`src/itap_defs.vh`:
```
`ifndef ITAP_DEFS_VH
`define ITAP_DEFS_VH
`define ITAP_OFS_SELECT 8'h6E
`define ITAP_OFS_TRIGGER 8'h6F
`define ITAP_OFS_DATA 8'hA0
`define ITAP_TBL_FILTER 3'h2
`define ITAP_TBL_WAKE 3'h4
`define ITAP_SEL_TBL_HI 7
`define ITAP_SEL_TBL_LO 5
`define ITAP_SEL_DIR_BIT 4
`define ITAP_SEL_PORT_HI 3
`define ITAP_SEL_PORT_LO 0
`define ITAP_FLT_RSVD_LO 8'h0E
`define ITAP_FLT_RSVD_HI 8'h0F
`define ITAP_FLT_BE_HI 8'h10
`define ITAP_FLT_BE_LO 8'h11
`define ITAP_FLT_CTRL 8'h12
`define ITAP_FLT_LAST_BYTE 8'h0D
`define ITAP_FLT_ENTRY_TOP 4'hF
`define ITAP_WAKE_BYTES 8'h08
`endif

```
`src/itap_access_port.v`:
```
`timescale 1ns/1ns
// Functional notes
// host writes 0x90 to 0x6E to read a global wake-event register
// writing offset to 0x6F triggers the selected read
// read byte appears in data register 0xA0 for the host
// host writes 0x80 to 0x6E to write a global wake-event register
// offset to 0x6F, then byte to 0xA0 stores it in the table
// filter rules reachable only through indirect access over register port
// sixteen filter entries per port, five tables over four ports; code holds a single entry (offsets 0x00..0x12) per port
// host should update filter entries by read-modify-write
// entry read needs two control writes, two reads, then data read
// entry write needs one control read and three control writes; wr_tbl does three writes (0x6E, 0x6F, 0xA0) and no control read
// indirect address is port nibble over eight-bit offset
// offsets 0x00..0x0d map to entry bytes 15 downward
// offsets 0x0E and 0x0F are reserved bytes
// offsets 0x10 and 0x11 hold per-byte enables
// offset 0x12 is the entry control and status byte
// select bits 010 choose the filter rule table
// select bits 100 choose wake table, port zero is global
// read data byte holds until next read trigger or host write
// select bit 4 is direction, one read, zero write
`include "itap_defs.vh"
module itap_access_port #(
  parameter PORTS = 5, // port nibble values 0..PORTS-1 carry tables
  parameter ENTRIES = 16 // filter entries per port
) (
  input wire clk_i, // 20 MHz clock
  input wire rst_n_i, // async reset, active low
  input wire wr_i, // register write strobe, one cycle
  input wire rd_i, // register read strobe, one cycle
  input wire [7:0] addr_i, // register offset
  input wire [7:0] wdata_i, // write data
  output reg [7:0] rdata_o, // read data, registered
  output reg rvalid_o // read data valid pulse
);
  // storage: per port, 64 indirect byte slots (32 filter entry area + 32 wake area)
  localparam AW = 9;

  reg [7:0] select_q;
  reg [7:0] offset_q;
  reg [7:0] data_q;
  reg [3:0] entry_q [0:PORTS-1];
  reg pend_q;
  reg mem_we;
  reg [AW-1:0] mem_addr;
  wire [7:0] mem_rdata;
  wire [2:0] tbl = select_q[`ITAP_SEL_TBL_HI:`ITAP_SEL_TBL_LO];
  wire dir_rd = select_q[`ITAP_SEL_DIR_BIT];
  wire [3:0] port = select_q[`ITAP_SEL_PORT_HI:`ITAP_SEL_PORT_LO];
  wire [11:0] ind_addr = {port, offset_q};
  wire is_flt = (tbl == `ITAP_TBL_FILTER);
  wire is_wake = (tbl == `ITAP_TBL_WAKE);
  wire port_ok = (port < PORTS);

  // entry byte position: offset 0 is byte 15 (msb) of the 128-bit entry
  function [3:0] flt_byte;
    input [7:0] ofs;
    begin
      flt_byte = `ITAP_FLT_ENTRY_TOP - ofs[3:0];
    end
  endfunction

  // map indirect address to storage slot; bit 0 of return flags a hit
  function [AW:0] slot;
    input [11:0] ia;
    input f;
    input w;
    reg [7:0] o;
    begin
      o = ia[7:0];
      slot = {AW+1{1'b0}};
      if (f && o <= `ITAP_FLT_CTRL) begin
        // whole entry area incl. reserved, enables and control byte
        // three port bits: ports 0 and 4 must not share a slot
        slot = {ia[10:8], 1'b0, o[4:0], 1'b1};
      end else if (w && o < `ITAP_WAKE_BYTES) begin
        slot = {ia[10:8], 1'b1, 2'b00, o[2:0], 1'b1};
      end
    end
  endfunction

  wire [AW:0] hit = slot(ind_addr, is_flt, is_wake);
  wire hit_ok = hit[0] && port_ok;

  itap_byte_mem #(.AW(AW)) u_mem (
    .clk_i(clk_i),
    .we_i(mem_we),
    .addr_i(mem_addr),
    .wdata_i(wdata_i),
    .rdata_o(mem_rdata)
  );

  // table write happens on host write to data register in write direction
  always @* begin
    mem_addr = hit[AW:1];
    mem_we = wr_i && addr_i == `ITAP_OFS_DATA && !dir_rd && hit_ok;
  end

  // the only host path into the tables is this indirect window
  always @(posedge clk_i or negedge rst_n_i) begin
    if (!rst_n_i) begin
      select_q <= 8'h00;
      offset_q <= 8'h00;
      data_q <= 8'h00;
      pend_q <= 1'b0;
      rdata_o <= 8'h00;
      rvalid_o <= 1'b0;
    end else begin
      pend_q <= 1'b0;
      rvalid_o <= rd_i;
      if (wr_i) begin
        case (addr_i)
          `ITAP_OFS_SELECT: select_q <= wdata_i;
          `ITAP_OFS_TRIGGER: begin
            offset_q <= wdata_i;
            pend_q <= dir_rd;
          end
          `ITAP_OFS_DATA: data_q <= wdata_i;
          default: ;
        endcase
      end
      // fetch one cycle after trigger so offset_q already addresses it
      if (pend_q) begin
        data_q <= hit_ok ? mem_rdata : 8'h00;
      end
      if (rd_i) begin
        case (addr_i)
          `ITAP_OFS_SELECT: rdata_o <= select_q;
          `ITAP_OFS_TRIGGER: rdata_o <= offset_q;
          `ITAP_OFS_DATA: rdata_o <= data_q;
          default: rdata_o <= 8'h00;
        endcase
      end
    end
  end

  // last filter entry byte position written per port, shown nowhere but kept bounded
  integer k;
  always @(posedge clk_i or negedge rst_n_i) begin
    if (!rst_n_i) begin
      for (k = 0; k < PORTS; k = k + 1) begin
        entry_q[k] <= 4'h0;
      end
    end else if (mem_we && is_flt && offset_q <= `ITAP_FLT_LAST_BYTE) begin
      entry_q[port[2:0]] <= flt_byte(offset_q);
    end
  end
endmodule

```
`src/itap_byte_mem.v`:
```
`timescale 1ns/1ns
// single byte-wide table storage, written synchronously, read combinationally
module itap_byte_mem #(
  parameter AW = 8
) (
  input wire clk_i, // system clock
  input wire we_i, // write strobe
  input wire [AW-1:0] addr_i, // byte address
  input wire [7:0] wdata_i, // write byte
  output wire [7:0] rdata_o // read byte, combinational
);
  reg [7:0] mem [0:(1<<AW)-1];

  always @(posedge clk_i) begin
    if (we_i) begin
      mem[addr_i] <= wdata_i;
    end
  end

  assign rdata_o = mem[addr_i];
endmodule

```
`config.mk`:
```
export PLATFORM = sky130hd
export DESIGN_NAME = itap_access_port
export DESIGN_NICKNAME = d
export VERILOG_FILES = /design/src/itap_access_port.v /design/src/itap_byte_mem.v
export VERILOG_INCLUDE_DIRS = /design/src
export SDC_FILE = /design/constraint.sdc
export NUM_CORES = 2
export LEC_CHECK = 0
export ABC_AREA = 0
export ABC_CLOCK_PERIOD_IN_PS = 10600
export BUFFER_PORTS_ARGS = -buffer_cell sky130_fd_sc_hd__buf_2
export CORE_ASPECT_RATIO = 2
export CORE_MARGIN = 2
export CORE_UTILIZATION = 37
export DETAILED_ROUTE_END_ITERATION = 16
export PLACE_DENSITY = 0.47
export SLEW_MARGIN = 10
export SYNTH_ARGS = -nofsm -noshare
export SYNTH_HDL_FRONTEND = slang
export SYNTH_SLANG_ARGS = --single-unit
```
`constraint.sdc`:
```
create_clock -name clk_i -period 10.6 [get_ports clk_i]
set_input_delay 1.06 -clock clk_i [delete_from_list [all_inputs] [get_ports clk_i]]
set_output_delay 1.06 -clock clk_i [all_outputs]
set_load 0.01 [all_outputs]
```
After elaboration in Yosys (flattened, before gate mapping):

Memory sizes are Yosys's and may differ from the RTL's.
Cells that the tools add are included.
W data, S select, Z words.

* register bits after elaboration: 34
* memory bits (writable): 4096
* output and inout port bits: 9
* word-level logic and storage cells: 38
* memories kept: 1

* order comparisons: 3
* eq/ne operators: 5
* muxes and demuxes: 11
* reductions and logical operators: 12

Memory list
* u_mem.mem: depth 512, width 8, read ports 1, clocked after Yosys merged registers in 0, write ports 1, line itap_byte_mem.v:12 `reg [7:0] mem [0:(1<<AW)-1];`

Operator list (count)
* $mux W8: 4
* $pmux W8 S3: 1
* $mux W10: 2
* $eq A8 B7 Y1 const B: 2
* $eq A8 B8 Y1 const B: 1
* $le A8 B5 Y1 const B: 1
* $lt A8 B4 Y1 const B: 1
* $logic_and A1 B1 Y1: 6
* $reduce_and A2 Y1: 3
* $lt A4 B3 Y1 const B: 1
* $mux W1: 4
* $reduce_bool A2 Y1: 2
* $eq A3 B2 Y1 const B: 1
* $eq A3 B3 Y1 const B: 1
* $logic_not A1 Y1: 1

Longest topological paths before layout:

* word-level depth: 8
* mapped depth: 15
* gate-level depth less buffers: 10

Hierarchy:

A second synthesis with hierarchy kept.

* cell total of the unflattened synthesis: 7729
* area, all modules: 159990.9 sq um

Modules (own cells, without submodules)
* itap_byte_mem: times used 1, cells an instance 7567, area each 158199.2 sq um, sequential area each 122998.0 sq um
* itap_access_port: times used 1, cells an instance 162, area each 1791.7 sq um, sequential area each 850.8 sq um

Worst setup path after synthesis:

No wires, ideal clock.

* path type: input -> register
* from: input addr_i[1]
* to: memory u_mem.mem[224][0], enable pin
* data arrival time: 3.536 ns
* path slack: 6.693 ns
* stages on the path: 7
* buffers on the path: 1
* path through: or4b_2 -> nor4_2 -> nand4_1 -> nor2_1 -> nand2_1 -> clkbuf_1 -> nor2_1

* cells in the longest elaborated chain, start to end: 6

Ends and longest elaborated chain
* from (decl): line itap_access_port.v:31 `input wire [7:0] addr_i,`
* $eq A8 B8 Y1
* $logic_and A1 B1 Y1 (no line)
* $logic_and A1 B1 Y1 (2 in a row): line itap_access_port.v:96 `` mem_we = wr_i && addr_i == `ITAP_OFS_DATA && !dir_rd && hit_ok; ``
* $mux W1: line itap_byte_mem.v:15 `if (we_i) begin`
* $mux W1 (not written as such): line itap_byte_mem.v:16 `mem[addr_i] <= wdata_i;`
* to (decl): line itap_byte_mem.v:12

Every way passes these cells.

Worst setup path after layout:

* from: register offset_q[6]
* to: memory u_mem.mem[35][5], enable pin

* cells in the longest elaborated chain, start to end: 8
* elaborated cells between the ends (all ways): 10

Ends and longest elaborated chain
* from (decl): line itap_access_port.v:40 `reg [7:0] offset_q;`
* from (signal assigned): line itap_access_port.v:115 `offset_q <= wdata_i;`
* $lt A8 B4 Y1 (no line)
* $logic_and A1 B1 Y1 (no line)
* $mux W10: line itap_access_port.v:76 `` end else if (w && o < `ITAP_WAKE_BYTES) begin ``
* $mux W10 *: line itap_access_port.v:72 `` if (f && o <= `ITAP_FLT_CTRL) begin ``
* $logic_and A1 B1 Y1: line itap_access_port.v:83 `wire hit_ok = hit[0] && port_ok;`
* $logic_and A1 B1 Y1: line itap_access_port.v:96
* $mux W1: line itap_byte_mem.v:15
* $mux W1 (not written as such): line itap_byte_mem.v:16

Every way passes the cells marked *; elsewhere a longest branch is shown, timed or not.

==> results by group <==
Layout
  – Final core utilization: 0.437
  – Layout Cells excl Fill: 9,007
  – Syn-to-layout area delta: 17.9%
  – Layout cells sized above 1: 0.0939
  – Final nets: 6,042

Setup path
  – Max stage delay on crit path: 1.25 ns
  – Startpoint type of the worst setup path: flip-flop
  – Peak fanout along the critical path: 25
  – WP data arrival: 6.70 ns
  – Slowest-stage cell, CP: nor2_1
  – Critical path class: flip-flop to flip-flop
  – Required time of the critical path: 11.06 ns
  – CP Cell Sequence: or3_1, nor3_4, buf_4, buf_4, nor2_1, nor3_1, nand4_1, nor2_1, nand2_1, nor2_1
  – Most Frequent Cell on Critical Path: nor2_1
  – CP endpoint kind: flip-flop

Power and ir drop
  – Pwr/cell area: 187 nW/um^2
  – Reg power frac: 0.554
  – Switching power: 3.84 mW
  – Peak supply drop: 0.156 mV
  – Clock power share: 0.410
  – Tot Pwr: 17.9 mW
  – Leakage power: 31.8 nW
  – Logic gate share of total power: 0.036
  – Internal power: 14.0 mW
  – Sw Ratio: 0.215

Synthesis
  – Predominant post-synthesis flop cell: edfxtp_1
  – Syn Inst Count: 4,891
  – Yosys warns: 0
  – Yosys cell types: 89
  – Synthesized area: 81,000 um^2
  – Syn avg cell area: 16.6 um^2
  – Post-synthesis sequential area ratio: 0.800
  – Post-synth EDFFs: 2,131
  – Yosys reg bits: 2,165
  – Asr flop ratio synth: 0.0157

GRT
  – Global-route wire length before repair: 398,000 um
  – Pin count of the biggest net entering global routing: 150
  – Remaining Overflow, GRT: 0
  – Vias in the first global route: 49,900
  – GRT Util Overall: 0.256
  – Initial antenna violation count: 14

Floorplanning
  – Cell Rows: 243
  – Initial Utilization: 0.371
  – Die width: 335 um
  – # IOs: 29
  – Die ar.: 223,000 um^2
  – Core area: 218,000 um^2
  – Die H: 666 um

CTS
  – Clock sink total: 2,165
  – Skew-Pair Late Insertion Delay: 0.87 ns
  – Root Buffer Master: clkbuf_16
  – Hold buffers post-CTS: 0
  – H-tree Lvls: 4
  – Setup Buffers After CTS: 0
  – Total CTS buffers: 204
  – CTS resizes: 0
  – Clock Path Buffers: 4
  – CTS clk-pin slew, worst paths: 0.07 ns
  – CTS tree: built

Timing
  – Slew Limit Headroom: 0.150
  – Min cycle time layout: 6.23 ns
  – Clock Skew: 0.0410 ns
  – Slack of the critical path: 4.37 ns
  – Tcrit/Tclk final: 0.588
  – Final Max Slew Viols: 0
  – Maximum clock rate: 160 MHz
  – Sum Neg Setup Slack: 0 ns
  – Worst Tran Pin Value: 1.27 ns
  – Fin. Hold Viols: 0
  – Finish-stage setup viols: 0
  – RSZ-0062 raised after global routing: false

Place
  – Gpl congestion: 0.932
  – Number of I/O port buffers: 28
  – Cells after DPL: 8,632
  – Detailed Place HPWL: 180,000 um
  – Place WS: 4.46 ns

Routing
  – Routed length per instance: 32.2 um
  – Pre-antenna DRT Iters: 7
  – Total routed wirelength: 290,000 um
  – Post-route ant nets: 0
  – Initial drt markers: 5,495
  – Via count: 50,500
  – Vias per inst: 5.61
  – # DRC: 0

Outcome
  – Outcome: complete, no violations

Min path
  – Worst hold path class: input pin to async pin

Flow run
  – Max_cap viols: 0
-- cell type report --
type	instances	area, um^2
antenna	10	25.0
clock buffer	238	5340
clock inverter	126	1150
fill	19800	123000
inverter	6	22.5
multi-input combinational	3449	19000
sequential	2165	64800
tap	2817	3520
timing repair buffer	196	1580
-- cell usage in the layout, fill, tap and decap left out, drive strengths merged, types with 22 or more instances in the layout --
master	count
a211oi	33
a21oi	106
a221oi	27
a22o	35
a22oi	93
a31oi	41
buf	190
clkbuf	244
clkinv	90
conb	1051
dfrtp	34
edfxtp	2131
mux2	31
mux2i	22
nand2	153
nand3	41
nand4	30
nor2	431
nor3	74
o21ai	205
o221ai	140
o22a	108
o22ai	540
o31ai	46
-- flip-flops by register name (all words and copies together), names as in the netlist --
| register | cells |
|---|---|
| data_q | 8 |
| offset_q | 8 |
| pend_q | 1 |
| rdata_o | 8 |
| rvalid_o | 1 |
| select_q | 8 |
| u_mem.mem | 2131 |
-- per-layer routing --
metal  part of all wire  up-vias  wire, um  track usage
li1                   -    21400         -            -
met1               0.38    26300    110000        0.314
met2               0.50     2184    144000        0.437
met3              0.065      593     18700       0.0367
met4              0.061        4     17700        0.136
met5           0.000076        -        22            0
-- Yosys cell counts (5+ instances only) --
cell	count	area share
or3_1	7	0.00054
nor2b_1	13	0.0010
a2111oi_0	8	0.00087
o22ai_1	540	0.042
a31oi_1	41	0.0032
a221oi_1	27	0.0029
nor3b_1	10	0.00093
a32oi_1	9	0.00097
nand3_1	40	0.0025
mux2i_1	22	0.0027
a211oi_1	32	0.0030
nand2_1	150	0.0070
buf_1	41	0.0019
buf_2	97	0.0060
o221ai_1	139	0.015
clkbuf_1	174	0.0081
a211o_1	12	0.0013
a21oi_1	105	0.0065
buf_4	9	0.00083
edfxtp_1	2131	0.79
o31a_1	10	0.0011
inv_1	6	0.00028
a41oi_1	5	0.00054
and2_1	6	0.00046
a22o_1	35	0.0038
o22a_1	108	0.012
a222oi_1	18	0.0022
nor4_1	14	0.0011
o31ai_1	46	0.0043
o211ai_1	17	0.0016
nand4_1	30	0.0023
o21ai_0	187	0.012
o2111ai_1	17	0.0018
o21ai_1	17	0.0011
nor2_1	431	0.020
nand2b_1	12	0.00093
o32ai_1	7	0.00076
nor3_1	73	0.0045
or4_1	7	0.00065
mux2_2	31	0.0043
a22oi_1	93	0.0086
dfrtp_1	34	0.011
-- power groups by stage --
stage	combinational, mW	clock [mW]	sequential [mW]
2_1_floorplan	0.264	0	10.0
3_3_place_gp	0.624	0	10.1
3_5_place_dp	0.630	0	10.1
4_1_cts	0.631	7.44	9.89
5_1_grt	0.686	7.74	9.92
6_report	0.646	7.32	9.89
-- logic make-up after synthesis --
logic type,after synthesis,share of synthesized area
buffers and inverters,327,0.0171
xor gates and xnor gates,1,0.000108
muxes,53,0.00703
DFF,2165,0.800
other,1,0.0000463
and+or+nand+nor,826,0.0453
AOI/OAI and AO/OA,1518,0.130
-- worst paths after layout --
check                       startpoint  slack [ns]                to  depth (start not counted)
min in group clk_i                rd_i        0.47          rvalid_o                          1
max reg2reg                offset_q[6]        4.37  u_mem.mem[35][5]                         10
max in group asynchronous      rst_n_i        9.78       offset_q[0]                          2
min reg2reg                 rdata_o[1]        0.53        rdata_o[1]                          2
max                        offset_q[6]        4.37  u_mem.mem[35][5]                         10
min                            rst_n_i        0.30          rvalid_o                          2
-- critical path: cells and delay by family, from the launching register on --
family | cells | cell delay [ns]
and+or+nand+nor | 8 | 4.34
buffers and inverters | 2 | 1.02
DFF | 1 | 0.41
-- stage by stage --
stage,instance area (um^2),hold WS [ns]
after floorplan,84900,0.463
after global placement,88900,0.513
after detailed placement,88900,0.511
after CTS,95400,0.287
after global routing,95500,0.307
final,95500,0.301
Power figures use the tool's default switching activity.
